## src/rtl/htgso_defs.svh

```systemverilog
// Constants of the heat-transfer gauge status object: attribute ids,
// service codes, general status codes, field positions and reset values.
// Assumes inclusion by bare name from the package and the design files.
`ifndef HTGSO_DEFS_SVH
`define HTGSO_DEFS_SVH

// ****************************************************************
// Attribute identifiers
// ****************************************************************
`define HTGSO_ATTR_VALID      8'h05
`define HTGSO_ATTR_VALUE      8'h06
`define HTGSO_ATTR_SAFE_SEL   8'h19
`define HTGSO_ATTR_SAFE_VAL   8'h1a
`define HTGSO_ATTR_OVER       8'h20
`define HTGSO_ATTR_UNDER      8'h21
`define HTGSO_ATTR_WARN       8'h5e
`define HTGSO_ATTR_ALARM      8'h5f
`define HTGSO_ATTR_EXT        8'h60
`define HTGSO_ATTR_SUBCLASS   8'h63
`define HTGSO_ATTR_BRIDGE     8'h65
`define HTGSO_ATTR_ADJ        8'h66

// ****************************************************************
// Services and general status codes
// ****************************************************************
`define HTGSO_SVC_GET         8'h0e
`define HTGSO_SVC_SET         8'h10
`define HTGSO_GS_OK           8'h00
`define HTGSO_GS_BAD_SVC      8'h08
`define HTGSO_GS_BAD_VAL      8'h09
`define HTGSO_GS_NOT_SET      8'h0e
`define HTGSO_GS_NO_ATTR      8'h14

// ****************************************************************
// Field positions and fixed values
// ****************************************************************
`define HTGSO_EXT_INVALID     0
`define HTGSO_EXT_OVER        1
`define HTGSO_EXT_UNDER       2
`define HTGSO_ELEC_BIT        9
`define HTGSO_ELEMENT_BIT     0
`define HTGSO_SUBCLASS_HTVG   16'h0002
`define HTGSO_SAFE_SEL_MAX    8'h03
`define HTGSO_BRIDGE_SEL_MAX  8'h02

// ****************************************************************
// Reset values, limits and trip scale factors
// ****************************************************************
`define HTGSO_ZERO16          16'h0000
`define HTGSO_ZERO8           8'h00
`define HTGSO_INT_MAX         16'sh7fff
`define HTGSO_INT_MIN         16'sh8000
`define HTGSO_HV_STD_DEFAULT  16'sh0001
`define HTGSO_TRIP_MUL_VALUE  20'sh00005
`define HTGSO_TRIP_MUL_CEIL   20'sh00006

`endif

```

## src/rtl/htgso_pkg.sv

```systemverilog
// Types shared by the heat-transfer gauge status object.
// Assumes the constants header is on the include path.
`include "htgso_defs.svh"

package htgso_pkg;
  // Signed INT attribute value
  typedef logic signed [15:0] htgso_val_t;
  // Bridge power selector, codes 0, 1, 2 in this order
  typedef enum logic [1:0] {BRG_ALWAYS_ON, BRG_TRIP_OFF, BRG_ALWAYS_OFF} htgso_bridge_t;
  // Output substitution selector
  typedef enum logic [1:0] {SAFE_ZERO, SAFE_FULL, SAFE_HOLD, SAFE_VALUE} htgso_safe_t;
endpackage

```

## src/rtl/htgso_range_cmp.sv

```systemverilog
// Range comparator: checks one sample against the valid limits and the
// bridge trip level of 120 percent of the combined range ceiling.
// Assumes all operands are signed INT counts on one clock.
`include "htgso_defs.svh"

module htgso_range_cmp (
  input  wire htgso_pkg::htgso_val_t sample,        // Measured value
  input  wire htgso_pkg::htgso_val_t overLimit,     // Highest valid value
  input  wire htgso_pkg::htgso_val_t underLimit,    // Lowest valid value
  input  wire htgso_pkg::htgso_val_t rangeCeiling,  // Combined range ceiling
  output logic                       aboveOver,     // Sample above limit
  output logic                       belowUnder,    // Sample below limit
  output logic                       tripReached    // Sample at 120% ceiling
);
  import htgso_pkg::*;

  logic signed [19:0] sampleX5;   // Sample times five
  logic signed [19:0] ceilingX6;  // Ceiling times six

  // ****************************************************************
  // Comparisons
  // ****************************************************************
  // Scaled compare avoids a divider: v >= 1.2 c  <=>  5 v >= 6 c
  always_comb begin
    sampleX5    = 20'(20'(sample) * `HTGSO_TRIP_MUL_VALUE);
    ceilingX6   = 20'(20'(rangeCeiling) * `HTGSO_TRIP_MUL_CEIL);
    aboveOver   = sample > overLimit;
    belowUnder  = sample < underLimit;
    tripReached = sampleX5 >= ceilingX6;
  end
endmodule // htgso_range_cmp

```

## src/rtl/htgso_top.sv

```systemverilog
// Heat-transfer gauge status object: attribute get/set answering,
// range flags, status extension, warning and alarm words, output
// substitution and bridge power-off control.
// Assumes one 50 MHz clock, requests and samples synchronous to it.
`include "htgso_defs.svh"

module htgso_top #(
  parameter logic signed [15:0] OVER_LIMIT   = `HTGSO_INT_MAX,       // Highest valid value
  parameter logic signed [15:0] UNDER_LIMIT  = `HTGSO_INT_MIN,       // Lowest valid value
  parameter logic signed [15:0] HV_STD_LIMIT = `HTGSO_HV_STD_DEFAULT // 1E-4 mbar in counts
) (
  input  wire                        clock,            // 50 MHz clock
  input  wire                        nrst,             // Async reset, low
  input  wire                        reqValid,         // Request strobe
  input  wire  [7:0]                 reqService,       // Service code
  input  wire  [7:0]                 reqAttr,          // Attribute id
  input  wire  [15:0]                reqData,          // Set data
  input  wire                        sampleValid,      // New sample strobe
  input  wire htgso_pkg::htgso_val_t sampleValue,      // Measured value
  input  wire htgso_pkg::htgso_val_t rangeCeiling,     // Combined range ceiling
  input  wire                        executeState,     // Object in execute
  input  wire                        elecWarn,         // Electronics warning
  input  wire                        elementFail,      // Sensor element failure
  input  wire                        elecFail,         // Electronics failure
  output logic                       respValid_q,      // Answer strobe
  output logic [7:0]                 respStatus_q,     // General status
  output logic [15:0]                respData_q,       // Get data
  output logic                       bridgePowerOn_q,  // Bridge supply enable
  output htgso_pkg::htgso_val_t      outValue_q,       // Output value
  output logic                       readingValid_q,   // Valid flag
  output logic [7:0]                 statusExt_q,      // Status extension
  output logic                       adjStandard_q,    // Standard hv adjust
  output htgso_pkg::htgso_val_t      adjTarget_q       // Adjust target
);
  import htgso_pkg::*;
  // ****************************************************************
  // Declarations
  // ****************************************************************
  logic [1:0]    rstSync_q;     // Reset release chain
  logic          rstN;          // Synchronised reset
  logic [7:0]    safeSel_q;     // Safe state selector
  htgso_val_t    safeVal_q;     // Safe value
  logic [7:0]    bridgeSel_q;   // Bridge selector
  logic          bridgeOff_q;   // Bridge switched off
  logic          overFlag_q;    // Last sample over limit
  logic          underFlag_q;   // Last sample under limit
  htgso_val_t    lastValue_q;   // Last sample
  logic [15:0]   warnWord_q;    // Warning word
  logic [15:0]   alarmWord_q;   // Alarm word
  logic          aboveOver, belowUnder, tripReached; // Comparator results
  logic          isSet;         // Set request this cycle
  logic [7:0]    setStatus;     // Set answer code
  logic          setOk;         // Set accepted
  logic [15:0]   getData;       // Get mux
  logic [7:0]    getStatus;     // Get answer code
  logic          substitute;    // Output substitution active
  // ****************************************************************
  // Reset release
  // ****************************************************************
  // Two flops so release never lands mid-setup
  always_ff @(posedge clock or negedge nrst) begin
    if (!nrst) begin
      rstSync_q <= 2'h0;
    end else begin
      rstSync_q <= {rstSync_q[0], 1'b1};
    end
  end
  assign rstN = rstSync_q[1];
  // ****************************************************************
  // Comparator
  // ****************************************************************
  htgso_range_cmp uCmp (
    .sample       (sampleValue),
    .overLimit    (OVER_LIMIT),
    .underLimit   (UNDER_LIMIT),
    .rangeCeiling (rangeCeiling),
    .aboveOver    (aboveOver),
    .belowUnder   (belowUnder),
    .tripReached  (tripReached)
  );
  // ****************************************************************
  // Set decode
  // ****************************************************************
  // Checks attribute writability and value range of a set
  function automatic logic [7:0] setCheck(input logic [7:0] attr, input logic [15:0] data);
    logic [7:0] code;
    code = `HTGSO_GS_OK;
    unique case (attr)
      `HTGSO_ATTR_SAFE_SEL: code = (data > 16'(`HTGSO_SAFE_SEL_MAX)) ?
                                   `HTGSO_GS_BAD_VAL : `HTGSO_GS_OK;
      `HTGSO_ATTR_BRIDGE:   code = (data > 16'(`HTGSO_BRIDGE_SEL_MAX)) ?
                                   `HTGSO_GS_BAD_VAL : `HTGSO_GS_OK;
      `HTGSO_ATTR_SAFE_VAL, `HTGSO_ATTR_ADJ: code = `HTGSO_GS_OK;
      `HTGSO_ATTR_VALID, `HTGSO_ATTR_VALUE, `HTGSO_ATTR_OVER, `HTGSO_ATTR_UNDER,
      `HTGSO_ATTR_WARN, `HTGSO_ATTR_ALARM, `HTGSO_ATTR_EXT,
      `HTGSO_ATTR_SUBCLASS: code = `HTGSO_GS_NOT_SET;
      default:              code = `HTGSO_GS_NO_ATTR;
    endcase
    return code;
  endfunction
  always_comb begin
    isSet     = reqValid && (reqService == `HTGSO_SVC_SET);
    setStatus = setCheck(reqAttr, reqData);
    setOk     = isSet && (setStatus == `HTGSO_GS_OK);
  end
  // ****************************************************************
  // Get multiplexer
  // ****************************************************************
  // Narrow attributes sit in the low bits, upper bits read zero
  always_comb begin
    getStatus = `HTGSO_GS_OK;
    getData   = `HTGSO_ZERO16;
    unique case (reqAttr)
      `HTGSO_ATTR_VALID:    getData = {15'h0000, readingValid_q};
      `HTGSO_ATTR_VALUE:    getData = outValue_q;
      `HTGSO_ATTR_SAFE_SEL: getData = {8'h00, safeSel_q};
      `HTGSO_ATTR_SAFE_VAL: getData = safeVal_q;
      `HTGSO_ATTR_OVER:     getData = OVER_LIMIT;
      `HTGSO_ATTR_UNDER:    getData = UNDER_LIMIT;
      `HTGSO_ATTR_WARN:     getData = warnWord_q;
      `HTGSO_ATTR_ALARM:    getData = alarmWord_q;
      `HTGSO_ATTR_EXT:      getData = {8'h00, statusExt_q};
      `HTGSO_ATTR_SUBCLASS: getData = `HTGSO_SUBCLASS_HTVG;
      `HTGSO_ATTR_BRIDGE:   getData = {8'h00, bridgeSel_q};
      `HTGSO_ATTR_ADJ:      getData = adjTarget_q;
      default:              getStatus = `HTGSO_GS_NO_ATTR;
    endcase
  end
  // ****************************************************************
  // Answer port
  // ****************************************************************
  // One answer per request, exactly one cycle later
  always_ff @(posedge clock or negedge rstN) begin
    if (!rstN) begin
      respValid_q  <= 1'b0;
      respStatus_q <= `HTGSO_ZERO8;
      respData_q   <= `HTGSO_ZERO16;
    end else begin
      respValid_q <= reqValid;
      if (reqValid) begin
        respData_q <= `HTGSO_ZERO16;
        if (reqService == `HTGSO_SVC_GET) begin
          respStatus_q <= getStatus;
          respData_q   <= (getStatus == `HTGSO_GS_OK) ? getData : `HTGSO_ZERO16;
        end else if (reqService == `HTGSO_SVC_SET) begin
          respStatus_q <= setStatus;
        end else begin
          respStatus_q <= `HTGSO_GS_BAD_SVC;
        end
      end
    end
  end
  // ****************************************************************
  // Settable attributes
  // ****************************************************************
  // Held in flops; persistence across power loss is outside this block
  always_ff @(posedge clock or negedge rstN) begin
    if (!rstN) begin
      safeSel_q   <= `HTGSO_ZERO8;
      safeVal_q   <= `HTGSO_ZERO16;
      bridgeSel_q <= `HTGSO_ZERO8;
      adjTarget_q <= `HTGSO_ZERO16;
    end else if (setOk) begin
      unique case (reqAttr)
        `HTGSO_ATTR_SAFE_SEL: safeSel_q   <= reqData[7:0];
        `HTGSO_ATTR_SAFE_VAL: safeVal_q   <= reqData;
        `HTGSO_ATTR_BRIDGE:   bridgeSel_q <= reqData[7:0];
        `HTGSO_ATTR_ADJ:      adjTarget_q <= reqData;
        default:              ;
      endcase
    end
  end
  // ****************************************************************
  // High vacuum adjustment select
  // ****************************************************************
  always_ff @(posedge clock or negedge rstN) begin
    if (!rstN) begin
      adjStandard_q <= 1'b1;
    end else begin
      adjStandard_q <= adjTarget_q < HV_STD_LIMIT;
    end
  end
  // ****************************************************************
  // Bridge power control
  // ****************************************************************
  // A trip latches: with the bridge unpowered no sample can undo it,
  // so only a new selector write re-arms the bridge
  always_ff @(posedge clock or negedge rstN) begin
    if (!rstN) begin
      bridgeOff_q     <= 1'b0;
      bridgePowerOn_q <= 1'b0;
    end else begin
      bridgePowerOn_q <= !bridgeOff_q;
      if (setOk && reqAttr == `HTGSO_ATTR_BRIDGE) begin
        bridgeOff_q <= reqData[1:0] == 2'(BRG_ALWAYS_OFF);
      end else begin
        unique case (bridgeSel_q[1:0])
          2'(BRG_ALWAYS_ON):  bridgeOff_q <= 1'b0;
          2'(BRG_ALWAYS_OFF): bridgeOff_q <= 1'b1;
          2'(BRG_TRIP_OFF):   if (sampleValid && tripReached) begin
            bridgeOff_q <= 1'b1;
          end
          default:            bridgeOff_q <= 1'b0;
        endcase
      end
    end
  end
  // ****************************************************************
  // Sample capture
  // ****************************************************************
  // Flags follow each new sample only
  always_ff @(posedge clock or negedge rstN) begin
    if (!rstN) begin
      overFlag_q  <= 1'b0;
      underFlag_q <= 1'b0;
      lastValue_q <= `HTGSO_ZERO16;
    end else if (sampleValid) begin
      overFlag_q  <= aboveOver;
      underFlag_q <= belowUnder;
      lastValue_q <= sampleValue;
    end
  end
  // ****************************************************************
  // Valid flag and status extension
  // ****************************************************************
  // Both from one expression so the invalid bit mirrors the flag exactly
  always_ff @(posedge clock or negedge rstN) begin
    if (!rstN) begin
      readingValid_q <= 1'b1;  // Matches invalid bit 0 from the first edge
      statusExt_q    <= `HTGSO_ZERO8;
    end else begin
      readingValid_q <= !(overFlag_q || underFlag_q || bridgeOff_q);
      statusExt_q    <= `HTGSO_ZERO8;
      statusExt_q[`HTGSO_EXT_INVALID] <= overFlag_q || underFlag_q || bridgeOff_q;
      statusExt_q[`HTGSO_EXT_OVER]    <= overFlag_q;
      statusExt_q[`HTGSO_EXT_UNDER]   <= underFlag_q;
    end
  end
  // ****************************************************************
  // Warning and alarm words
  // ****************************************************************
  always_ff @(posedge clock or negedge rstN) begin
    if (!rstN) begin
      warnWord_q  <= `HTGSO_ZERO16;
      alarmWord_q <= `HTGSO_ZERO16;
    end else begin
      warnWord_q  <= `HTGSO_ZERO16;
      warnWord_q[`HTGSO_ELEC_BIT]     <= elecWarn;
      alarmWord_q <= `HTGSO_ZERO16;
      alarmWord_q[`HTGSO_ELEMENT_BIT] <= elementFail;
      alarmWord_q[`HTGSO_ELEC_BIT]    <= elecFail;
    end
  end
  // ****************************************************************
  // Output value substitution
  // ****************************************************************
  // Off bridge or non-execute state both fall back to the safe behaviour
  assign substitute = bridgeOff_q || !executeState;
  always_ff @(posedge clock or negedge rstN) begin
    if (!rstN) begin
      outValue_q <= `HTGSO_ZERO16;
    end else if (substitute) begin
      unique case (safeSel_q)
        8'(SAFE_ZERO):  outValue_q <= `HTGSO_ZERO16;
        8'(SAFE_FULL):  outValue_q <= OVER_LIMIT;
        8'(SAFE_HOLD):  outValue_q <= outValue_q;
        8'(SAFE_VALUE): outValue_q <= safeVal_q;
        default:        outValue_q <= `HTGSO_ZERO16;
      endcase
    end else begin
      outValue_q <= lastValue_q;
    end
  end
endmodule // htgso_top

```

## config.mk

```make
export PLATFORM = sky130hd
export DESIGN_NAME = htgso_top
export DESIGN_NICKNAME = d
export VERILOG_FILES = /design/src/rtl/htgso_pkg.sv /design/src/rtl/htgso_range_cmp.sv /design/src/rtl/htgso_top.sv
export VERILOG_INCLUDE_DIRS = /design/src /design/src/rtl
export SDC_FILE = /design/constraint.sdc
export NUM_CORES = 1
export LEC_CHECK = 0
export ABC_AREA = 1
export BUFFER_PORTS_ARGS = -buffer_cell sky130_fd_sc_hd__buf_2
export CAP_MARGIN = 20
export CORE_AREA = 10 10 143 145
export CTS_BUF_LIST = sky130_fd_sc_hd__clkbuf_8
export DETAILED_ROUTE_END_ITERATION = 16
export DIE_AREA = 0 0 153 155
export PLACE_DENSITY_LB_ADDON = 0.12
export SYNTH_ARGS = -nofsm -noshare
export SYNTH_HDL_FRONTEND = slang
export SYNTH_SLANG_ARGS = --single-unit
```

## constraint.sdc

```tcl
create_clock -name clock -period 6.55 [get_ports clock]
set_input_delay 0.3275 -clock clock [delete_from_list [all_inputs] [get_ports clock]]
set_output_delay 0.3275 -clock clock [all_outputs]
set_load 0.02 [all_outputs]
```

==> results.cfg, run 1 <==
[outcome]
outcome = complete, no violations

[synth]
yosysSeqAreaShare_pct = 36.96
avgSynthCellArea_um2 = 7.764
syn_area_um2 = 7725
synth_ff_type = dfrtp_1
synth-async-reset-ratio_pct = 100.0
ys_seq_elements = 114
syn_inst = 995
synth.distinct_cells = 48
synth_edf_count = 0
ys_warn_count = 0

[sta]
finalClockSkew_ps = 9.791
hold_viol_final = 0
worstMarginPinSlew_ps = 1013
fmax_mhz = 299.1
hold_slack_ps = 144.5
fin_crit_sh_pct = 51.04
min_period_ps = 3343
final_max_slew_viol_count = 0
setup_viol = 0
tns_ps = 0
max_slew_margin_pct = 32.47
rsz0062_at_grt = false

[critical_path]
cp-endpoint = bridgeOff_q
crit_cells = 23
start_kind = input port
crit_required_ps = 6880
critical_path_class = input port to register
critPathTopFamily = adder cells
max_stage_delay_ps = 410
worstRegToRegCells = 4
r2r-end = outValue_q[3]
r2r_slack_ps = 4140
critPathArrivalTime_ps = 3670
crit_start = rangeCeiling[1]
crit_top_cell = nand2_1
path_max_fanout = 3
critical-path-slowest-cell = fa_1
cp-end-kind = register
worstPathCellList = buf_2 > ha_1 > ha_1 > inv_1 > fa_1 > o21ai_0 > a31oi_1 > o21ai_0 > nand2_1 > nand3_1 > nand2_1 > ha_1 > nand2_1 > nor2_1 > nand2_1 > nor2_1 > nand2_1 > nand3_1 > nand2_1 > nand3_1 > nand3_1 > nand2_1 > nand2_1
critPathBufInv = 2
r2r-start = bridgeOff_q

[final_layout]
antenna_cells = 0
final_common_cell = nand2_1
final_area_um2 = 8941
nNetsFinal = 1279
area_growth_pct = 15.74
utilization_pct = 50.64
final_cell_mix = 286 x nand2_1, 130 x buf_2, 111 x inv_1, 111 x dfrtp_1, 85 x nor2_1
post_route_cells_drive_above_1_share_pct = 18.70

[power_and_ir_drop]
peakVddDrop_v = 0.0001453
power_uw = 1753
power.static_leakage_uw = 0.004967
powerDensity_nw_per_um2 = 196.0

[die]
rows = 49
dieArea_um2 = 23720
start_util_pct = 43.75
dieHeight_um = 155
die_w_um = 153
io_pins = 140
core_area_um2 = 17660

[grt]
grt_util_met1_pct = 24.89
grt-ovfl-total = 0
grt_antenna_before_repair = 0
grt_use_total_pct = 18.82
grt_pass1_wl_um = 36280
grt_pass1_vias = 6974
met3_usage_pct = 3.970
top_usage_layer = met2
grt_max_degree = 80
use_met2_pct = 29.91

[drt]
via_per_inst = 5.045
drt_pass1_iterations = 5
ant_nets = 0
wl_um = 22150
drt_iter0_drc = 423
drc = 0
vias = 6901
routedWlPerCell_um = 16.19

[worst_hold_path]
holdCritPathClass = input port to register

[place]
place_congestion = 0.8693
hpwl_um = 17740
io_buffer_count = 130
place_area_um2 = 8524

[clock_network]
tritoncts = built
clock_path_buffers = 2
path_clk_slew_ps = 70
worstSkewPairLatency_ps = 440
cts_root_buf = clkbuf_8
cts_buffers = 17
htreeDepth = 4
cts.sinks = 114

[job]
drv_cap = 0
cell type report:
type	instances	area, µm²
clock buffer	20	275.3
tap	229	286.5
clock inverter	12	101.3
inverter	115	434.2
multi-input combinational	743	4287
sequential	114	2859
timing repair buffer	135	698.2
fill	1826	8716
registers in the layout, summed over array words and instances, names as in the netlist:
| register | cells |
|---|---|
| warnWord_q | 1 |
| rstSync_q | 2 |
| lastValue_q | 16 |
| safeSel_q | 8 |
| respValid_q | 1 |
| readingValid_q | 1 |
| adjStandard_q | 1 |
| bridgeSel_q | 8 |
| statusExt_q | 2 |
| alarmWord_q | 2 |
| bridgePowerOn_q | 1 |
| respData_q | 16 |
| safeVal_q | 16 |
| outValue_q | 16 |
| overFlag_q | 1 |
| respStatus_q | 5 |
| bridgeOff_q | 1 |
| adjTarget_q | 16 |
kinds of logic after synthesis:
| family | share of synthesized area, % |
|---|---|
| AOI/OAI and AO/OA | 13.69 |
| xor gates and xnor gates | 2.948 |
| adders and majority gates | 13.31 |
| buffers and inverters | 8.195 |
| DFF | 36.96 |
| other | 0.09722 |
| and+or+nand+nor | 24.80 |
worst min-delay path, stage by stage:
cell and delay [ps]:
buf_2 110, nand2_1 50, nand2_1 50
timing repair:
action / in CTS / in global routing
endpoints found under the hold margin: 5 / 0
buffers inserted: 0 / 0
resized for setup: 0 / 0
hold buffers: 4 / 0
Yosys cell counts, types with 7 or more instances:
cell,instances,area [µm²]
buf_4,9,67.56
nand4_1,12,75.07
nor2_1,85,319.1
inv_2,9,33.78
o22ai_1,15,93.84
xor2_1,20,175.2
nor3_1,7,35.03
o21ai_1,10,50.05
dfrtp_1,112,2803
nand2_1,286,1074
a21oi_1,64,320.3
o21ai_2,22,192.7
inv_1,104,390.4
clkbuf_1,11,41.29
nand3_1,40,200.2
ha_1,79,988.5
o21ai_0,26,130.1
report_power, final:
| group | switching [µW] | internal (µW) | total, µW |
|---|---|---|---|
| combinational | 240 | 150 | 390 |
| sequential | 10.4 | 716 | 726 |
| clock | 281 | 356 | 637 |
| total | 531 | 1220 | 1750 |
worst min path at each step:
stage                    startpoint               to  slack [ps]  cells past startpoint
global route        sampleValue[13]  lastValue_q[13]         120                      3
detailed placement             nrst     rstSync_q[0]         120                      1
global placement               nrst     rstSync_q[0]         110                      1
CTS                 sampleValue[13]  lastValue_q[13]         120                      3
floorplan                      nrst     rstSync_q[0]          30                      0
finish              sampleValue[13]  lastValue_q[13]         140                      3
per-stage QoR:
stage | setup WS [ps] | cells
CTS | 3200 | 1368
detailed placement | 2723 | 1332
global placement | 2845 | 1332
floorplan | 3142 | 1003
finish | 3207 | 1368
global route | 2843 | 1368
per-layer routing:
metal,wire [µm],up-vias
met5,0,-
met4,476,0
met3,1128,31
met2,10020,183
met1,10520,3171
li1,-,3516
Note: power is estimated with default switching activity, not from simulation.
==> inputs of run 2 (changes only) <==
clock period = 3.2 ns   (was 6.55 ns; I/O delays follow)
==> results.cfg, run 2 (synthesized netlist as in run 1, its figures left out) <==
[sta]
worstMarginPinSlew_ps = 735.5
fin_crit_sh_pct = 93.44
min_period_ps = 2990
fmax_mhz = 334.4
tns_ps = 0
setup_ws_ps = 209.8
max_slew_margin_pct = 50.85
final_max_slew_viol_count = 0
hold_viol_final = 0
finalClockSkew_ps = 11.65
setup_viol = 0

[final_layout]
final_cell_mix = 285 x nand2_1, 130 x buf_2, 111 x dfrtp_1
post_route_cells_drive_above_1_share_pct = 23.21
final_area_um2 = 9572
nNetsFinal = 1338
final_common_cell = nand2_1
area_growth_pct = 23.91
utilization_pct = 54.21
antenna_cells = 0

[critical_path]
critPathTopFamily = simple AND/OR/NAND/NOR gates
start_kind = input port
crit_required_ps = 3520
critPathBufInv = 2
critical-path-slowest-cell = dlygate4sd3_1
r2r-start = bridgeOff_q
cp-end-kind = register
r2r-end = outValue_q[5]
r2r_slack_ps = 1220
critPathArrivalTime_ps = 3310
worstRegToRegCells = 6
worstPathCellList = dlygate4sd3_1 > buf_2 > ha_1 > ha_4 > nand2_2 > nor2_2 > nand3_1 > o2111ai_2 > a21oi_2 > xor2_1 > ha_1 > nand2_1 > nor2_2 > nand2_1 > nor2_2 > nand2_1 > nand3_1 > nand2_1 > nand3_1 > nand3_1 > nand2_1 > nand2_1
max_stage_delay_ps = 530
crit_top_cell = nand2_1
critical_path_class = input port to register
path_max_fanout = 4

[die]
die_w_um = 153
rows = 49
io_pins = 140
dieArea_um2 = 23720
dieHeight_um = 155
start_util_pct = 43.75
core_area_um2 = 17660

[drt]
wl_um = 22390
drc = 0
vias = 7150
via_per_inst = 5.011
ant_nets = 0
drt_iter0_drc = 515
drt_pass1_iterations = 6
routedWlPerCell_um = 15.69

[power_and_ir_drop]
power.static_leakage_uw = 0.005250
powerDensity_nw_per_um2 = 409.0
peakVddDrop_v = 0.0004210

[place]
io_buffer_count = 130
hpwl_um = 17800
pre_cts_slack_ps = -379.7
place_area_um2 = 8817
place_congestion = 0.8738

[clock_network]
path_clk_slew_ps = 70
cts_buffers = 17
clock_path_buffers = 2
cts.sinks = 114
htreeDepth = 4
tritoncts = built
worstSkewPairLatency_ps = 440
cts_root_buf = clkbuf_8

[grt]
grt-ovfl-total = 0
grt_pass1_vias = 7175
grt_pass1_wl_um = 37000
grt_use_total_pct = 19.01
grt_max_degree = 66
grt_antenna_before_repair = 0

[job]
drv_cap = 0

[worst_hold_path]
holdCritPathClass = input port to async pin

[outcome]
outcome = complete, no violations
-- run 2: worst reg2reg max path, delay by kind of cell (launching register included) --
kind	cells	cell delay, ps
simple gates	1	550
buf+inv	2	350
compound gates	3	500
flops	1	470
-- run 2: timing repair --
item | in CTS | in global routing
setup endpoints to repair | 0 | 1
gates resized for setup | 0 | 20
hold buffers | 21 | 0
setup buffers | 0 | 2
endpoints found under the hold margin | 26 | 0
-- run 2: how the worst max path moves through the flow --
| stage | startpoint | endpoint | slack, ps | depth (start not counted) |
|---|---|---|---|---|
| 3_3_place_gp | sampleValue[1] | bridgeOff_q | -250 | 24 |
| 5_1_grt | sampleValue[13] | bridgeOff_q | -30 | 21 |
| 6_report | sampleValue[13] | bridgeOff_q | 210 | 22 |
| 4_1_cts | sampleValue[13] | bridgeOff_q | 9 | 23 |
| 2_1_floorplan | rangeCeiling[1] | bridgeOff_q | 120 | 22 |
| 3_5_place_dp | sampleValue[3] | bridgeOff_q | -380 | 25 |
-- run 2: cell type report --
cell class | count | area (µm²)
fillers | 1773 | 8085
multi-input cells | 743 | 4350
flip-flops and latches | 114 | 2859
repair buffers | 194 | 1196
inverters | 115 | 434.2
well taps | 229 | 286.5
clock buffers | 19 | 261.5
clock inverters | 13 | 183.9
-- run 2: routing by layer --
layer  global-route usage, %  routed length [µm]  vias to the layer above  share of wire, %
met5                       0                   0                        -                 0
met4                   5.677                 415                        0               1.9
li1                        -                   -                     3658                 -
met3                   4.274                1163                       29               5.2
met2                   29.25                9931                      173                44
met1                   26.08               10870                     3290                49
-- run 2: stage by stage --
| stage | power (µW) | hold WS, ps | std cells |
|---|---|---|---|
| 3_5_place_dp | 2376 | -51.25 | 1372 |
| 3_3_place_gp | 2371 | -54.75 | 1372 |
| 5_1_grt | 4155 | 1.758 | 1427 |
| 4_1_cts | 3906 | 1.787 | 1425 |
| 6_report | 3915 | 16.01 | 1427 |
| 2_1_floorplan | 2098 | -135.6 | 1003 |
-- run 2: power by group --
| group | internal [µW] | switching (µW) | leakage, µW | total [µW] |
|---|---|---|---|---|
| combinational | 398 | 516 | 0.00350 | 914 |
| sequential | 1460 | 25.2 | 0.00152 | 1490 |
| clock | 889 | 622 | 0.000223 | 1510 |
